--- config.mk ---
export PLATFORM = sky130hd
export DESIGN_NAME = rxp_packer
export DESIGN_NICKNAME = d
export VERILOG_FILES = /design/src/pkg/rxp_pkg.sv /design/src/rtl/rxp_lane_count.sv /design/src/rtl/rxp_packer.sv
export SDC_FILE = /design/constraint.sdc
export NUM_CORES = 2
export LEC_CHECK = 0
export BUFFER_PORTS_ARGS = -buffer_cell sky130_fd_sc_hd__buf_2
export CORE_AREA = 5 5 395 397
export DETAILED_ROUTE_END_ITERATION = 10
export DIE_AREA = 0 0 400 402
export SLEW_MARGIN = 0
export SYNTH_ARGS = -nofsm -noshare
export SYNTH_HDL_FRONTEND = slang
export SYNTH_SLANG_ARGS = --single-unit
--- constraint.sdc ---
create_clock -name clk_i -period 2.8 [get_ports clk_i]
set_input_delay 0.28 -clock clk_i [delete_from_list [all_inputs] [get_ports clk_i]]
set_output_delay 0.28 -clock clk_i [all_outputs]
set_load 0.01 [all_outputs]
--- src/pkg/rxp_pkg.sv ---
`default_nettype none

package rxp_pkg;

    // ------------------------------------------------------------------
    // stream geometry
    // ------------------------------------------------------------------
    localparam int LANE_W = 128;
    localparam int IN_LANES = 3;
    localparam int OUT_LANES = 4;
    localparam int CNT_W = 2;
    localparam int TOT_W = 3;

    // ------------------------------------------------------------------
    // thresholds and reset values
    // ------------------------------------------------------------------
    localparam logic [TOT_W-1:0] FULL_TOTAL = 3'h4;
    localparam logic [CNT_W-1:0] LEFT_RST = 2'h0;
    localparam logic EXTRA_RST = 1'b0;
    localparam logic VALID_RST = 1'b0;

    // mac user clock in this configuration, in kHz
    localparam int MAC_CLK_KHZ = 390625;

endpackage : rxp_pkg

`default_nettype wire

--- src/rtl/rxp_lane_count.sv ---
`timescale 1ns/100ps
`default_nettype none

module rxp_lane_count #(
    parameter int LANE_W = rxp_pkg::LANE_W,
    parameter int IN_LANES = rxp_pkg::IN_LANES
) (
    input wire logic [IN_LANES*LANE_W/8-1:0] keep_i,
    output logic [rxp_pkg::CNT_W-1:0] count_o
);

    localparam int KB = LANE_W / 8;

    if (LANE_W < 8 || LANE_W % 8 != 0) begin : g_bad_lane
        $error("lane width must be a whole number of bytes");
    end
    if (IN_LANES < 1 || IN_LANES >= 2 ** rxp_pkg::CNT_W) begin : g_bad_n
        $error("lane count does not fit the count output");
    end

    logic [IN_LANES-1:0] lane_used;

    // ------------------------------------------------------------------
    // one flag per lane: its lowest byte is kept
    // ------------------------------------------------------------------
    genvar g;
    generate
        for (g = 0; g < IN_LANES; g++) begin : g_lane
            assign lane_used[g] = keep_i[g*KB];
        end
    endgenerate

    // keep is contiguous from byte 0, so a plain sum gives the lane count
    always_comb begin
        count_o = '0;
        for (int i = 0; i < IN_LANES; i++) begin
            count_o = count_o + rxp_pkg::CNT_W'(lane_used[i]);
        end
        // a valid beat always carries at least one lane
        if (count_o == '0) begin
            count_o = rxp_pkg::CNT_W'(1);
        end
    end

endmodule : rxp_lane_count

`default_nettype wire

--- src/rtl/rxp_packer.sv ---
`timescale 1ns/100ps
`default_nettype none


module rxp_packer #(
    parameter int LANE_W = rxp_pkg::LANE_W
) (
    input wire logic clk_i,
    input wire logic reset_n_i,
    input wire logic [rxp_pkg::IN_LANES*LANE_W-1:0] rx_data_i,
    input wire logic [rxp_pkg::IN_LANES*LANE_W/8-1:0] rx_keep_i,
    input wire logic rx_valid_i,
    input wire logic rx_last_i,
    output logic [rxp_pkg::OUT_LANES*LANE_W-1:0] user_out_word_o,
    output logic [rxp_pkg::OUT_LANES*LANE_W/8-1:0] user_out_byte_keep_o,
    output logic user_out_valid_o,
    output logic user_out_last_o
);

    localparam int IN_W = rxp_pkg::IN_LANES * LANE_W;
    localparam int OUT_W = rxp_pkg::OUT_LANES * LANE_W;
    localparam int IN_K = IN_W / 8;
    localparam int OUT_K = OUT_W / 8;
    localparam int CNT_W = rxp_pkg::CNT_W;
    localparam int TOT_W = rxp_pkg::TOT_W;

    // ------------------------------------------------------------------
    // elaboration checks
    // ------------------------------------------------------------------
    if (LANE_W < 8 || LANE_W % 8 != 0) begin : g_bad_lane
        $error("lane width must be a whole number of bytes");
    end
    if (rxp_pkg::OUT_LANES != rxp_pkg::IN_LANES + 1) begin : g_bad_ratio
        $error("packer serves only one more output lane than input lanes");
    end
    if (rxp_pkg::IN_LANES >= (1 << CNT_W)) begin : g_bad_count
        $error("leftover counter too narrow for the input lanes");
    end
    if (2 * rxp_pkg::IN_LANES >= (1 << TOT_W)) begin : g_bad_total
        $error("total counter too narrow for latch plus beat");
    end

    // ------------------------------------------------------------------
    // state
    // ------------------------------------------------------------------
    logic [CNT_W-1:0] leftover_lane_count;
    logic [IN_W-1:0] leftover_lane_latch;
    logic [IN_K-1:0] leftover_keep;
    logic extra_last_flag;

    logic [CNT_W-1:0] incoming_lane_count;
    logic [TOT_W-1:0] total_lane_count;
    logic [2*IN_W-1:0] merged_data;
    logic [2*IN_K-1:0] merged_keep;

    logic emit;
    logic next_last;
    logic [OUT_W-1:0] next_word;
    logic [OUT_K-1:0] next_keep;
    logic [CNT_W-1:0] next_left;
    logic [IN_W-1:0] next_latch;
    logic [IN_K-1:0] next_latch_keep;
    logic next_extra;

    localparam int KB = LANE_W / 8;
    logic [rxp_pkg::IN_LANES-1:0] lane_live;
    logic [IN_W-1:0] beat_data;
    logic [IN_K-1:0] beat_keep;

    // what this cycle does with the latch and the output word
    typedef enum logic [2:0] {
        OP_IDLE = 3'h0,
        OP_FILL = 3'h1,
        OP_WORD = 3'h3,
        OP_SPLIT = 3'h2,
        OP_SHORT = 3'h6,
        OP_FLUSH = 3'h7,
        OP_FLUSH_LOAD = 3'h5
    } rxp_op_t;
    rxp_op_t op;

    // ------------------------------------------------------------------
    // lane counting
    // ------------------------------------------------------------------
    rxp_lane_count #(
        .LANE_W(LANE_W),
        .IN_LANES(rxp_pkg::IN_LANES)
    ) u_lane_count (
        .keep_i(rx_keep_i),
        .count_o(incoming_lane_count)
    );

    // ------------------------------------------------------------------
    // lane mask
    // ------------------------------------------------------------------
    // lanes above the beat's count are cleared; the merge below relies on
    // the latch holding zero above its leftover count
    genvar g;
    generate
        for (g = 0; g < rxp_pkg::IN_LANES; g++) begin : g_mask
            assign lane_live[g] = CNT_W'(g) < incoming_lane_count;
            assign beat_data[g*LANE_W +: LANE_W] =
                rx_data_i[g*LANE_W +: LANE_W] & {LANE_W{lane_live[g]}};
            assign beat_keep[g*KB +: KB] =
                rx_keep_i[g*KB +: KB] & {KB{lane_live[g]}};
        end
    endgenerate

    assign total_lane_count = TOT_W'(incoming_lane_count)
        + TOT_W'(leftover_lane_count);

    // ------------------------------------------------------------------
    // lane merge
    // ------------------------------------------------------------------
    // lanes of the latch above the leftover count are held at zero, so a
    // plain or after shifting the new beat up places old lanes first
    always_comb begin
        merged_data = {{IN_W{1'b0}}, leftover_lane_latch}
            | ({{IN_W{1'b0}}, beat_data}
            << (int'(leftover_lane_count) * LANE_W));
        merged_keep = {{IN_K{1'b0}}, leftover_keep}
            | ({{IN_K{1'b0}}, beat_keep}
            << (int'(leftover_lane_count) * (LANE_W / 8)));
    end

    // ------------------------------------------------------------------
    // cycle decode
    // ------------------------------------------------------------------
    // a pending flush always goes out first; a beat in that cycle only
    // lands in the latch
    always_comb begin
        op = OP_IDLE;
        if (extra_last_flag && rx_valid_i) begin
            op = OP_FLUSH_LOAD;
        end else if (extra_last_flag) begin
            op = OP_FLUSH;
        end else if (rx_valid_i && rx_last_i) begin
            if (total_lane_count > rxp_pkg::FULL_TOTAL) begin
                op = OP_SPLIT;
            end else begin
                op = OP_SHORT;
            end
        end else if (rx_valid_i) begin
            if (total_lane_count >= rxp_pkg::FULL_TOTAL) begin
                op = OP_WORD;
            end else begin
                op = OP_FILL;
            end
        end
    end

    // ------------------------------------------------------------------
    // output word selection
    // ------------------------------------------------------------------
    always_comb begin
        emit = 1'b0;
        next_last = 1'b0;
        next_word = merged_data[OUT_W-1:0];
        next_keep = {OUT_K{1'b1}};
        case (op)
            OP_WORD, OP_SPLIT: begin
                emit = 1'b1;
            end
            OP_SHORT: begin
                emit = 1'b1;
                next_last = 1'b1;
                next_keep = merged_keep[OUT_K-1:0];
            end
            OP_FLUSH, OP_FLUSH_LOAD: begin
                // the tail that did not fit the previous word
                emit = 1'b1;
                next_last = 1'b1;
                next_word = {{(OUT_W-IN_W){1'b0}}, leftover_lane_latch};
                next_keep = {{(OUT_K-IN_K){1'b0}}, leftover_keep};
            end
            default: begin
                emit = 1'b0;
            end
        endcase
    end

    // ------------------------------------------------------------------
    // latch and counter next values
    // ------------------------------------------------------------------
    always_comb begin
        next_left = leftover_lane_count;
        next_latch = leftover_lane_latch;
        next_latch_keep = leftover_keep;
        case (op)
            OP_FILL: begin
                // an empty latch takes the whole beat, else it grows
                next_left = total_lane_count[CNT_W-1:0];
                next_latch = merged_data[IN_W-1:0];
                next_latch_keep = merged_keep[IN_K-1:0];
            end
            OP_WORD, OP_SPLIT: begin
                next_left = CNT_W'(total_lane_count
                    - rxp_pkg::FULL_TOTAL);
                next_latch = {{(OUT_W-IN_W){1'b0}},
                    merged_data[2*IN_W-1:OUT_W]};
                next_latch_keep = {{(OUT_K-IN_K){1'b0}},
                    merged_keep[2*IN_K-1:OUT_K]};
            end
            OP_FLUSH_LOAD: begin
                next_left = incoming_lane_count;
                next_latch = beat_data;
                next_latch_keep = beat_keep;
            end
            OP_SHORT, OP_FLUSH: begin
                next_left = rxp_pkg::LEFT_RST;
                next_latch = '0;
                next_latch_keep = '0;
            end
            default: begin
                next_left = leftover_lane_count;
            end
        endcase
    end

    // ------------------------------------------------------------------
    // extra-last flag next value
    // ------------------------------------------------------------------
    always_comb begin
        case (op)
            OP_SPLIT: next_extra = 1'b1;
            // a one-beat packet caught in the flush goes out as the next
            OP_FLUSH_LOAD: next_extra = rx_last_i;
            OP_FLUSH: next_extra = 1'b0;
            default: next_extra = extra_last_flag;
        endcase
    end

    // ------------------------------------------------------------------
    // latch and counters, on the mac user clock
    // ------------------------------------------------------------------
    always_ff @(posedge clk_i or negedge reset_n_i) begin
        if (!reset_n_i) begin
            leftover_lane_count <= rxp_pkg::LEFT_RST;
            extra_last_flag <= rxp_pkg::EXTRA_RST;
        end else begin
            leftover_lane_count <= next_left;
            extra_last_flag <= next_extra;
        end
    end

    always_ff @(posedge clk_i or negedge reset_n_i) begin
        if (!reset_n_i) begin
            leftover_lane_latch <= '0;
            leftover_keep <= '0;
        end else begin
            leftover_lane_latch <= next_latch;
            leftover_keep <= next_latch_keep;
        end
    end

    // ------------------------------------------------------------------
    // output word
    // ------------------------------------------------------------------
    // no ready exists on either side; a word the engine cannot take is
    // lost, which is why the engine must always accept
    always_ff @(posedge clk_i or negedge reset_n_i) begin
        if (!reset_n_i) begin
            user_out_valid_o <= rxp_pkg::VALID_RST;
            user_out_last_o <= 1'b0;
        end else begin
            user_out_valid_o <= emit;
            user_out_last_o <= emit & next_last;
        end
    end

    // data is only meaningful with valid, so it simply holds otherwise
    always_ff @(posedge clk_i or negedge reset_n_i) begin
        if (!reset_n_i) begin
            user_out_word_o <= '0;
            user_out_byte_keep_o <= '0;
        end else if (emit) begin
            user_out_word_o <= next_word;
            user_out_byte_keep_o <= next_keep;
        end
    end

endmodule : rxp_packer

`default_nettype wire

==> reports/metrics.yaml <==
place_hpwl_mm: 172.4
syn-instance-count: 4972
die_y_um: 402
dr.pass1.iters: 6
drc: 0
drv_slew: 0
crit_end: "user_out_word_o[405]"
crit_path_max_incr_delay_ns: 0.71
h-tree-depth: 3
synth_area_leaders: "dfrtp_1, a22oi_1, a21oi_1, o21ai_0, nand2_1"
clock-root-buffer: "clkbuf_16"
grt_pass1_wl_mm: 362.7
pin_count: 1014
rr_worst_depth: 6
final_cells: 8482
setup_viol: 0
tritoncts: "done"
port_buffers: 1013
netlist_area_um2: 48720
place_area_um2: 58580
nets: 6777
synth_top_flop_cell: "dfrtp_1"
cp-start-kind: "flip-flop"
period_needed_ns: 2.739
status: "completed"
vias: 52300
grt_pass1_vias: 51860
min-delay-start: "rx_keep_i[16]"
power.total_mw: 64.05
r2r_slack_ns: 0.06
hold_viol_final: 0
ys_types: 49
yosysSeqAreaShare_pct: 52.03
startpoint: "leftover_lane_count[0]"
rows: 143
tightest_slew_ns: 1.207
clock_sinks: 1013
p_leak_nw: 29.75
nFillCells: 14340
power_density_nw_per_um2: 951.1
antenna_found_initial: 15
initial_core_util_pct: 32.15
rsz0062_at_grt: "false"
crit_required_ns: 3.44
vdd_ir_drop_max_uv: 671.0
crit_slowest_cell: "nor2b_4"
drtIter0Drc: 5832
stdcell_area_um2: 67340
insertion_delay_ns: 0.75
worst_r2r_endpoint: "user_out_word_o[405]"
synth_edf_count: 0
synth_most_common_cell: "dfrtp_1"
yosysTopAreaCell: "dfrtp_1"
period_share_pct: 97.81
numCtsBuffers: 116
viasPerCell: 6.166
slew_headroom_pct: 19.53
routed_wl_mm: 251.3
placed_cells: 7804
ys_warn_count: 0
synth_commonest_cells: "dfrtp_1, a22oi_1, a21oi_1"
fin_skew_ns: 0.03627
grtUsageTotal_pct: 29.89
synth-seq-cells: 1013
cp.arrival_ns: 3.38
path_class: "flip-flop to flip-flop"
max_cap_viol_count: 0
core_area_um2: 151500
synth_top_area_share_pct: 52.03
ant_nets: 0
clk_pin_slew_ns: 0.07
grt_max_degree: 141
syn_area_per_cell_um2: 9.799
clk_path_buf_depth: 3
ys_async_sr_fraction_pct: 100.0
die_x_um: 400
crit_fanout: 48
grt-ovfl-total: 0
area_growth_syn_to_layout_pct: 38.21
routedWlPerCell_um: 29.63
max_freq_mhz: 365.1
die_area_um2: 160800
regToRegStartpoint: "leftover_lane_count[0]"
syn_nets: 5411
gp_congestion: 0.9196
crit_path_end_kind: "flip-flop"
crit_chain: "nor2b_4 > buf_12 > a22o_1 > dlygate4sd3_1 > a22oi_1 > o21ai_0"
drive_above_1_share_pct: 24.88
hold_path_class: "input pin to flip-flop"
[power by group]
part | switching [mW] | internal (mW)
clock | 6.84 | 10.1
combinational | 15.0 | 9.23
sequential | 3.50 | 19.4
[sequential cells by signal, indices dropped and copies added, names as in the netlist]
register / flops
user_out_word_o: 512
leftover_lane_count: 2
user_out_byte_keep_o: 64
extra_last_flag: 1
leftover_keep: 48
user_out_valid_o: 1
user_out_last_o: 1
leftover_lane_latch: 384
[worst max-delay path: cells and delay by family (launching register included)]
kind / cells / cell delay (ns)
DFF: 1 / 0.50
AOI/OAI and AO/OA: 3 / 0.38
and+or+nand+nor: 1 / 0.71
buffers and inverters: 2 / 0.96
[through the flow]
step / utilization [%] / setup TNS, ns / hold slack [ns] / setup WS, ns
floorplan: - / 0 / -0.01559 / 0.01913
global placement: 38.66 / -240.40 / 0.1995 / -0.3894
detailed placement: 38.66 / -258.00 / 0.2001 / -0.4002
CTS: 44.38 / 0 / 0.002454 / 0.03536
global route: 44.41 / 0 / 0.04209 / 0.003451
finish: 44.43 / 0 / 0.09984 / 0.06137
[cell type report]
type                    instances  area [um2]  share of cell area [%]
flip-flops and latches       1013       25360                   37.66
diodes                         18       45.04                 0.06689
inverters                      24       97.59                  0.1449
well taps                    2030        2540                   3.772
clock inverters                48       787.0                   1.169
repair buffers               1791       13940                   20.71
multi-input cells            3392       21130                   31.38
clock buffers                 166        3435                   5.101
[cell families after synthesis]
logic type,Yosys count,share of synthesized area (%)
AOI/OAI and AO/OA,2454,33.59
buffers and inverters,567,4.916
DFF,1013,52.03
adders and majority gates,3,0.1079
and+or+nand+nor,932,9.284
muxes,3,0.06934
[layout by cell type, fill, tap and decap left out, types with 4 or more instances in the layout]
| cell type | count |
|---|---|
| buf_2 | 1012 |
| dfrtp_1 | 1010 |
| a22oi_1 | 589 |
| a21oi_1 | 561 |
| o21ai_0 | 533 |
| nand2_1 | 522 |
| dlygate4sd3_1 | 443 |
| buf_4 | 182 |
| nand3_1 | 157 |
| buf_12 | 153 |
| a211oi_1 | 144 |
| a32oi_1 | 144 |
| a221oi_1 | 143 |
| o22a_1 | 128 |
| and3b_1 | 127 |
| a22o_1 | 126 |
| clkbuf_16 | 119 |
| nor2_1 | 52 |
| nand2b_1 | 28 |
| o21ai_1 | 28 |
| clkbuf_8 | 28 |
| inv_1 | 20 |
| clkbuf_1 | 19 |
| diode_2 | 18 |
| o32a_1 | 18 |
| bufinv_16 | 17 |
| a31o_2 | 16 |
| nor3_1 | 16 |
| a31oi_1 | 13 |
| clkinv_2 | 13 |
| clkinvlp_4 | 11 |
| nor2b_2 | 4 |
[worst min-delay path by stage]
| stage | cells after the start | endpoint | slack [ns] |
|---|---|---|---|
| after global routing | 4 | leftover_keep[16] | 0.04 |
| final | 4 | leftover_keep[16] | 0.1 |
| after CTS | 4 | leftover_keep[16] | 0.002 |
| after detailed placement | 1 | user_out_word_o[93] | 0.20 |
| after floorplan | 0 | extra_last_flag | -0.02 |
| after global placement | 1 | user_out_word_o[86] | 0.20 |
[metal layers]
layer  global-route usage [%]  vias up  wire (um)
met2                    46.01     3650     112300
li1                         -    21840          -
met5                        0        -         26
met4                    16.71        4      16070
met3                    8.118      735      27710
met1                    38.02    26070      95220
[timing repair]
item | 4_1_cts | 5_1_grt
endpoints found under the hold margin | 1353 | 0
endpoints found under the setup margin | 0 | 8
buffers inserted | 0 | 2
resized for setup | 0 | 3
hold buffers | 444 | 0
Note: power is estimated with default switching activity, not from simulation.
